===== src/logic/flash_boot_pkg.sv =====
// timing constants for the flash reset and first-access sequencer.
// assumes a single 100 MHz clock; all intervals are minimums rounded up.
// Notes on behaviour
// - wait 35 us or 300 us after supplies
// - newer part: first access needs fresh select fall
// - newer part: select high 20 ns beforehand
// - reset low 35 us or 200 ns
// - reset rise to select 200 or 50 ns
// - reset fall to select fall 35 us
// - newer part: pulse plus wait covers 35 us
// - newer part: no permanently low select
`default_nettype none
package flash_boot_pkg;
  localparam int unsigned clk_period_ps = 10000;
  // figures in picoseconds as printed
  localparam longint supply_setup_old_ps = 35000000;
  localparam longint supply_setup_new_ps = 300000000;
  localparam longint init_pulse_old_ps = 35000000;
  localparam longint init_pulse_new_ps = 200000;
  localparam longint init_rise_old_ps = 200000;
  localparam longint init_rise_new_ps = 50000;
  localparam longint init_fall_to_select_ps = 35000000;
  localparam longint select_high_before_access_ps = 20000;
  localparam int cnt_w = 16;
  function automatic logic [cnt_w-1:0] cyc(input longint ps);
    longint c;
    c = (ps + clk_period_ps - 1) / clk_period_ps;
    if (c < 1) c = 1;
    return cnt_w'(c);
  endfunction
  localparam logic [cnt_w-1:0] supply_setup_old_cyc = cyc(supply_setup_old_ps);
  localparam logic [cnt_w-1:0] supply_setup_new_cyc = cyc(supply_setup_new_ps);
  localparam logic [cnt_w-1:0] init_pulse_old_cyc = cyc(init_pulse_old_ps);
  localparam logic [cnt_w-1:0] init_pulse_new_cyc = cyc(init_pulse_new_ps);
  localparam logic [cnt_w-1:0] init_rise_old_cyc = cyc(init_rise_old_ps);
  localparam logic [cnt_w-1:0] init_rise_new_cyc = cyc(init_rise_new_ps);
  localparam logic [cnt_w-1:0] init_fall_sel_cyc = cyc(init_fall_to_select_ps);
  localparam logic [cnt_w-1:0] select_high_cyc = cyc(select_high_before_access_ps);
  localparam logic [cnt_w-1:0] cnt_zero = 16'h0000;
  localparam logic [cnt_w-1:0] cnt_one = 16'h0001;
  typedef enum logic [2:0] {
    st_supply = 3'b000,
    st_pulse = 3'b001,
    st_rise = 3'b011,
    st_select_high = 3'b010,
    st_ready = 3'b110
  } seq_e;
endpackage
`default_nettype wire


===== src/logic/interval_timer.sv =====
// down counter: load a count, done is high while the count stands at zero.
// assumes load and count come from the same clock domain.
`default_nettype none
module interval_timer
  import flash_boot_pkg::*;
(
  // clock and reset
  input wire logic mclk,
  input wire logic rst_n,
  // control
  input wire logic load,
  input wire logic [cnt_w-1:0] count,
  // status
  output logic done
);
  logic [cnt_w-1:0] remain;
  wire [cnt_w-1:0] next_remain = load ? count :
    (remain == cnt_zero) ? cnt_zero : remain - cnt_one;
  always_ff @(posedge mclk or negedge rst_n) begin
    if (!rst_n) remain <= cnt_zero;
    else remain <= next_remain;
  end
  // done reads only the register, never load: the caller decides load from done,
  // and a path back through load would close a combinational loop
  assign done = (remain == cnt_zero);
endmodule
`default_nettype wire


===== src/logic/flash_boot_seq.sv =====
// host-side sequencer for flash reset and first access after power-up or warm reset.
// assumes supplies_ok is synchronous and high once both supplies are valid.
`default_nettype none
module flash_boot_seq
  import flash_boot_pkg::*;
(
  // clock and reset
  input wire logic mclk,
  input wire logic rst_n,
  // configuration
  input wire logic newer_variant,
  // system side
  input wire logic supplies_ok,
  input wire logic warm_req,
  input wire logic access_req,
  output logic access_ok,
  output logic seq_busy,
  // flash pins
  output logic flash_reset_n,
  output logic flash_select_n,
  output logic flash_read_n
);
  seq_e state, next_state;
  logic [cnt_w-1:0] fall_left;
  logic timer_load;
  logic [cnt_w-1:0] timer_count;
  wire timer_done;
  // low only in the first cycle after reset
  logic armed;

  // variant choice of minimum counts
  wire [cnt_w-1:0] supply_cyc = newer_variant ? supply_setup_new_cyc : supply_setup_old_cyc;
  wire [cnt_w-1:0] pulse_cyc = newer_variant ? init_pulse_new_cyc : init_pulse_old_cyc;
  wire [cnt_w-1:0] rise_cyc = newer_variant ? init_rise_new_cyc : init_rise_old_cyc;
  // reset-fall to select-fall stays pending across the rise wait
  wire fall_met = (fall_left == cnt_zero);
  wire [cnt_w-1:0] next_fall_left = (state == st_supply) ? init_fall_sel_cyc :
    fall_met ? cnt_zero : fall_left - cnt_one;

  interval_timer u_timer (
    .mclk(mclk),
    .rst_n(rst_n),
    .load(timer_load),
    .count(timer_count),
    .done(timer_done)
  );

  always_comb begin
    next_state = state;
    timer_load = 1'b0;
    timer_count = cnt_zero;
    case (state)
      st_supply: begin
        // supply setup covers the longer power-up settling
        if (!supplies_ok || !armed) begin
          timer_load = 1'b1;
          timer_count = supply_cyc;
        end else if (timer_done) begin
          next_state = st_pulse;
          timer_load = 1'b1;
          timer_count = pulse_cyc;
        end
      end
      st_pulse: begin
        if (timer_done) begin
          next_state = st_rise;
          timer_load = 1'b1;
          timer_count = rise_cyc;
        end
      end
      st_rise: begin
        // select stays high through reset and after, never tied low
        if (timer_done && fall_met) begin
          next_state = st_select_high;
          timer_load = 1'b1;
          timer_count = select_high_cyc;
        end
      end
      st_select_high: begin
        if (timer_done) next_state = st_ready;
      end
      st_ready: begin
        if (warm_req) begin
          next_state = st_pulse;
          timer_load = 1'b1;
          timer_count = pulse_cyc;
        end
      end
      default: next_state = st_supply;
    endcase
    if (!supplies_ok) begin
      next_state = st_supply;
      timer_load = 1'b1;
      timer_count = supply_cyc;
    end
  end

  wire ready_next = (next_state == st_ready);
  // first access is a fresh select fall from a held-high select
  wire next_select_n = !(ready_next && access_req);
  // reset pin is held low through the supply wait as well as the pulse,
  // so a supply drop always ends in a full pulse before any access
  wire in_reset_next = (next_state == st_supply) || (next_state == st_pulse);
  wire next_reset_n = !in_reset_next;

  always_ff @(posedge mclk or negedge rst_n) begin
    if (!rst_n) begin
      state <= st_supply;
      fall_left <= init_fall_sel_cyc;
      flash_reset_n <= 1'b0;
      flash_select_n <= 1'b1;
      flash_read_n <= 1'b1;
      access_ok <= 1'b0;
      seq_busy <= 1'b1;
    end else begin
      state <= next_state;
      fall_left <= (next_state == st_pulse && state != st_pulse) ? init_fall_sel_cyc :
        next_fall_left;
      flash_reset_n <= next_reset_n;
      flash_select_n <= next_select_n;
      flash_read_n <= next_select_n;
      access_ok <= ready_next;
      seq_busy <= !ready_next;
    end
  end

  // the timer wakes from reset at zero, which reads as done, so one fresh
  // supply load is forced after reset even when supplies_ok is already high
  always_ff @(posedge mclk or negedge rst_n) begin
    if (!rst_n) armed <= 1'b0;
    else armed <= 1'b1;
  end

  // helper counters for the timing checks; each saturates so that a long idle
  // stretch cannot wrap round and pass for a short interval
  logic [cnt_w-1:0] since_fall, low_len, high_len, rise_len, sup_len;
  wire [cnt_w-1:0] cnt_full = {cnt_w{1'b1}};
  wire reset_falls = flash_reset_n && !next_reset_n;
  wire [cnt_w-1:0] next_since_fall = reset_falls ? cnt_zero :
    (since_fall == cnt_full) ? since_fall : since_fall + cnt_one;
  wire [cnt_w-1:0] next_low_len = flash_reset_n ? cnt_zero :
    (low_len == cnt_full) ? low_len : low_len + cnt_one;
  wire [cnt_w-1:0] next_high_len = !flash_select_n ? cnt_zero :
    (high_len == cnt_full) ? high_len : high_len + cnt_one;
  wire [cnt_w-1:0] next_rise_len = !flash_reset_n ? cnt_zero :
    (rise_len == cnt_full) ? rise_len : rise_len + cnt_one;
  wire [cnt_w-1:0] next_sup_len = !supplies_ok ? cnt_zero :
    (sup_len == cnt_full) ? sup_len : sup_len + cnt_one;

  always_ff @(posedge mclk or negedge rst_n) begin
    if (!rst_n) begin
      since_fall <= cnt_zero;
      low_len <= cnt_zero;
      high_len <= cnt_zero;
      rise_len <= cnt_zero;
      sup_len <= cnt_zero;
    end else begin
      since_fall <= next_since_fall;
      low_len <= next_low_len;
      high_len <= next_high_len;
      rise_len <= next_rise_len;
      sup_len <= next_sup_len;
    end
  end
endmodule
`default_nettype wire


===== config.mk =====
export PLATFORM = sky130hd
export DESIGN_NAME = flash_boot_seq
export DESIGN_NICKNAME = d
export VERILOG_FILES = /design/src/logic/flash_boot_pkg.sv /design/src/logic/interval_timer.sv /design/src/logic/flash_boot_seq.sv
export SDC_FILE = /design/constraint.sdc
export NUM_CORES = 1
export LEC_CHECK = 0
export ABC_AREA = 1
export BUFFER_PORTS_ARGS = -buffer_cell sky130_fd_sc_hd__buf_2
export CORE_UTILIZATION = 25
export DETAILED_ROUTE_END_ITERATION = 8
export GPL_TIMING_DRIVEN = 0
export MAX_ROUTING_LAYER = met4
export PLACE_DENSITY_LB_ADDON = 0.3
export SYNTH_ARGS = -nofsm -noshare
export SYNTH_HDL_FRONTEND = slang
export SYNTH_SLANG_ARGS = --single-unit

===== constraint.sdc =====
create_clock -name mclk -period 2.1 [get_ports mclk]
set_input_delay 0.105 -clock mclk [delete_from_list [all_inputs] [get_ports mclk]]
set_output_delay 0.105 -clock mclk [all_outputs]
set_load 0.01 [all_outputs]

* After elaboration in Yosys (flattened, before gate mapping)
Cells that the tools add are included.
W data, S select, Z words.
** Cells by class
- Add/sub/neg operators :: 2
- Equality and inequality tests :: 7
- Mux-type cells :: 29
- Reductions and logical operators :: 14
** Operator list (count)
- $mux W16 :: 6
- $pmux W15 S4 :: 1
- $mux W12 :: 3
- $logic_not A16 Y1 :: 2
- $sub A16 B1 Y16 const B :: 2
- $mux W15 :: 2
- $mux W3 :: 7
- $pmux W3 S5 :: 1
- $mux W5 :: 2
- $eq A3 B1 Y1 const B :: 2
- $eq A3 B2 Y1 const B :: 2
- $eq A3 B3 Y1 const B :: 2
- $logic_not A3 Y1 :: 2
- $logic_not A1 Y1 :: 5
- $mux W1 :: 5
- $pmux W1 S4 :: 1
- $logic_and A1 B1 Y1 :: 3
- $ne A3 B1 Y1 const B :: 1
- $logic_or A1 B1 Y1 :: 2
- $mux W2 :: 1
** Word-level totals
- Register bits :: 40
- Input port bits :: 6
- Output and inout port bits :: 5
- Logic and storage cells :: 60

* Depth between registers and ports, before layout
- Depth after elaboration :: 8
- Depth in mapped cells :: 13
- Mapped depth without buffers :: 13

* Cells and area by module
From an unflattened synthesis, not the netlist that was laid out.
** Second synthesis, totals
- Cell total of the unflattened synthesis :: 367
- Area total of the unflattened synthesis :: 2646.3 sq um
** Modules (own cells, without submodules)
- flash_boot_seq :: times used 1, cells each 226, area an instance 1576.5 sq um, seq. area each 611.8 sq um
- interval_timer :: times used 1, cells each 141, area an instance 1069.8 sq um, seq. area each 400.4 sq um

* Least setup slack after synthesis
Ideal clock, no wire load.
- Path type :: flip-flop to flip-flop
- Start point :: reg u_timer.remain[0]
- End point :: reg u_timer.remain[10]
- Setup time :: 0.124 ns
- Arrival time :: 1.457 ns
- Data required time :: 1.976 ns
- Path slack :: 0.519 ns
- Stages on the path, launching flop included :: 12
- Path buffers :: 1
- Clock period less this slack :: 1.581 ns
- Cell sequence :: dfrtp_1 inv_1 ha_1 inv_1 nor2_1 nand2_1 nor2_2 nand2_2 nand3b_4 buf_4 nand4_1 nand2_1
** On the way
- Word-level cells in the longest chain between the ends :: 6
- Elaborated cells between the ends (all ways) :: 14
- Classes of those cells :: add/sub (1); mux (11); reduce/logical (2)
** RTL lines
- from (decl) :: RTL line interval_timer.sv:16 : logic [cnt_w-1:0] remain;
- from (signal assigned) :: RTL line interval_timer.sv:20 : if (!rst_n) remain <= cnt_zero;
- from (signal assigned) :: RTL line interval_timer.sv:21 : else remain <= next_remain;
- branches (longest 5 deep; another with $sub A16 B1 Y16)
- $mux W16 (*) :: RTL line interval_timer.sv:17 : wire [cnt_w-1:0] next_remain = load ? count :
- via u_timer.next_remain[10] :: RTL line interval_timer.sv:17
Mark *: on every way through the listed nets, which the timed path passes.

* Final worst setup path
- Start point :: reg u_timer.remain[0]
- End point :: reg u_timer.remain[14]
** On the way
- Word-level cells in the longest chain between the ends :: 6
- Elaborated cells between the ends (all ways) :: 10
- Classes of those cells :: add/sub (1); mux (7); reduce/logical (2)
** RTL lines (RTL line)
- branches (longest 5 deep; another with $sub A16 B1 Y16)
- $mux W16 (*) :: interval_timer.sv:17
- via u_timer.next_remain[14] :: interval_timer.sv:17
Marked as above.

==> impl_metrics.py <==
metrics = {
    "outcome": {
        "status": "finished clean",
    },
    "cts": {
        "path_clk_slew_ns": 0.09,
        "clockRootBuffer": "clkbuf_8",
        "cts_buffer_depth": 2,
        "worstSkewPairLatency_ns": 0.29,
        "htreeDepth": 2,
        "cts-buffers-inserted": 5,
        "cts_tree": "built",
        "cts_num_sinks": 40,
    },
    "grt": {
        "grt_max_degree": 41,
        "grt_pass1_vias": 2365,
        "track_usage_pct": 12.6,
        "grt_overflow": 0,
        "antenna_found_initial": 0,
        "grt_pass1_wl_um": 11200,
    },
    "setup_path": {
        "timing.rr.end": "u_timer.remain[14]$_DFF_PN0_",
        "rr_worst_depth": 11,
        "crit_path_top_delay_cell": "dfrtp_1",
        "cp-endpoint": "u_timer.remain[14]$_DFF_PN0_",
        "critical_path.startpoint": "u_timer.remain[0]$_DFF_PN0_",
        "crit_required_ns": 2.27,
        "path_cells": "inv_1 > ha_1 > inv_1 > nor2_1 > nand2_1 > nor2_4 > nand2_2 > nand3b_4 > buf_4 > nand4_1 > nand2_1",
        "cp_max_fo": 10,
        "arrival_ns": 2.10,
        "worstReg2RegStart": "u_timer.remain[0]$_DFF_PN0_",
        "timing_worst_setup_path_type": "reg -> reg",
        "r2r_slack_ns": 0.17,
        "cp-end-kind": "flip-flop",
        "critPathLaunchType": "flip-flop",
        "max_stage_delay_ns": 0.38,
    },
    "power": {
        "cellPowerDensity_mw_per_mm2": 515,
        "peakVddDrop_uv": 255,
        "p_leak_nw": 1.48,
    },
    "timing": {
        "fin_crit_sh_pct": 91.8,
        "setup_viol_count_final": 0,
        "period_needed_ns": 1.93,
        "hold_viol_final": 0,
        "drv_slew": 0,
        "max-slew-margin-rel_pct": 39.8,
        "finClkSkew_ns": 0.00987,
        "worstMarginPinSlew_ns": 0.904,
        "grt_setup_unrepaired": "no",
        "fin_tns_setup_ns": 0,
        "max_freq_mhz": 518,
    },
    "finish": {
        "syn_to_final_growth_pct": 12.8,
        "drive_gt1_share_pct": 20.9,
        "mostFrequentLayoutCell": "nand2_1",
        "fin_area_mm2": 0.00315,
        "fin_nets": 420,
        "antenna_cells": 0,
        "final_cell_mix": "nand2_1, nor2_1, inv_1, dfrtp_1, nand3_1",
    },
    "drt": {
        "wl_per_cell_um": 11.6,
        "wl_um": 6410,
        "vias": 2367,
        "dr.pass1.iters": 6,
        "final_antenna_net_count": 0,
        "viasPerCell": 4.30,
        "drt-initial-drc-count": 97,
        "drc_errors": 0,
    },
    "hold_path": {
        "min_path_type": "in -> reg",
    },
    "floorplanning": {
        "start_util_pct": 25.7,
        "core-area_mm2": 0.0109,
        "num_rows": 38,
        "fp.dieH_um": 108,
        "ioPinCount": 11,
        "die_x_um": 108,
        "die_area_mm2": 0.0116,
    },
    "synth": {
        "syn_avg_cell_area_um2": 7.15,
        "ys_ff_latch": 40,
        "synth_cells": 391,
        "ys_warn_count": 0,
        "synth_fp_nets": 401,
        "synth_top_area_cell": "dfrtp_1",
        "synthDistinctLibCells": 38,
        "synth_edf_count": 0,
        "synth.yosys.seq_area_share_pct": 36.2,
        "synth_area_mm2": 0.00280,
        "synth_top_area_share_pct": 27.8,
        "synth_area_leaders": "dfrtp_1, nand2_1, dfstp_2",
        "synth-main-ff-cell": "dfrtp_1",
        "async_flop_share_pct": 100,
    },
    "placement": {
        "place_congestion": 0.862,
        "dp_hpwl_um": 4830,
        "dpl-instance-area_mm2": 0.00302,
        "io_buffers": 10,
    },
    "job": {
        "drv_cap": 0,
    },
}
-- state kept, by name, summed over array words and instances (netlist names) --
signal	count
fall_left	16
u_timer.remain	16
state	3
access_ok	1
armed	1
flash_read_n	1
flash_reset_n	1
seq_busy	1
-- synth_stat cells (2+ instances only) --
library cell	number
nor2_2	19
nand3b_1	3
nor2_4	7
nand3_1	21
xnor2_1	2
o21ai_0	6
nand2_4	2
buf_4	2
inv_1	48
o21ai_1	2
nand3_4	2
nor2_1	57
nor3_1	2
nand2_2	11
xor2_1	9
inv_2	6
nand4_1	18
dfstp_2	9
a21oi_2	2
ha_1	4
nand2_1	98
a21oi_1	15
dfrtp_1	31
-- routing by layer --
metal / vias up / GRT usage [%] / share of wire [%]
met2: 36 / 20.3 / 47
met4: 0 / 4.79 / 1.0
met1: 1071 / 16.1 / 49
li1: 1256 / - / -
met5: - / - / 0
met3: 4 / 1.63 / 2.7
-- final cells by class --
type	count	area, um2
Multi-Input combinational cell	289	1540
Inverter	56	211
Sequential cell	40	1010
Clock buffer	6	72.6
Fill cell	1164	7730
Timing Repair Buffer	12	70.1
Clock inverter	2	35.0
Buffer	6	38.8
Tap cell	140	175
-- worst min path at each step --
stage                     cells past startpoint  slack (ns)     startpoint                     endpoint
after floorplan                               0       -0.19          rst_n          access_ok$_DFF_PN0_
after global placement                        2        0.24     access_req       flash_read_n$_DFF_PN1_
after detailed placement                      2        0.24     access_req       flash_read_n$_DFF_PN1_
after CTS                                     3        0.11  newer_variant  u_timer.remain[0]$_DFF_PN0_
after global routing                          3        0.13  newer_variant  u_timer.remain[0]$_DFF_PN0_
final                                         3        0.11  newer_variant  u_timer.remain[0]$_DFF_PN0_
-- repair_timing --
action,CTS,global route
resized for setup,0,1
endpoints found under the setup margin,0,3
buffers inserted,0,0
hold buffers,2,0
endpoints found under the hold margin,32,0
-- worst max-delay path, delay by kind of cell (launching register included) --
family        cells  cell delay (ns)
simple gates      7             0.81
fa+ha+maj         1             0.24
buf+inv           3             0.36
flops             1             0.38
-- kinds of logic (layout without fill, tap and decap cells) --
kind of cell / after synthesis / count (layout) / synth area share [%]
and+or+nand+nor: 246 / 246 / 44.2
buffers and inverters: 62 / 82 / 8.95
DFF: 40 / 40 / 36.2
AOI/OAI and AO/OA: 27 / 27 / 5.24
xor gates and xnor gates: 11 / 11 / 3.45
adders and majority gates: 4 / 4 / 1.79
other: 1 / 1 / 0.134
-- metrics by stage --
| step | power [mW] | worst slack [ns] | utilization, % | cells | hold WS [ns] |
|---|---|---|---|---|---|
| 6_report | 1.63 | 0.171 | 29.0 | 551 | 0.113 |
| 5_1_grt | 1.71 | 0.0454 | 29.0 | 551 | 0.133 |
| 4_1_cts | 1.66 | 0.137 | 28.9 | 551 | 0.105 |
| 3_5_place_dp | 0.998 | 0.156 | 27.7 | 541 | 0.239 |
| 3_3_place_gp | 0.998 | 0.169 | 27.7 | 541 | 0.241 |
| 2_1_floorplan | 0.942 | 0.519 | - | 391 | -0.191 |
-- power breakdown --
part	internal (mW)	switching [mW]
sequential	0.791	0.0220
clock	0.353	0.285
combinational	0.0577	0.116
total	1.20	0.423
Power figures use the tool's default switching activity.
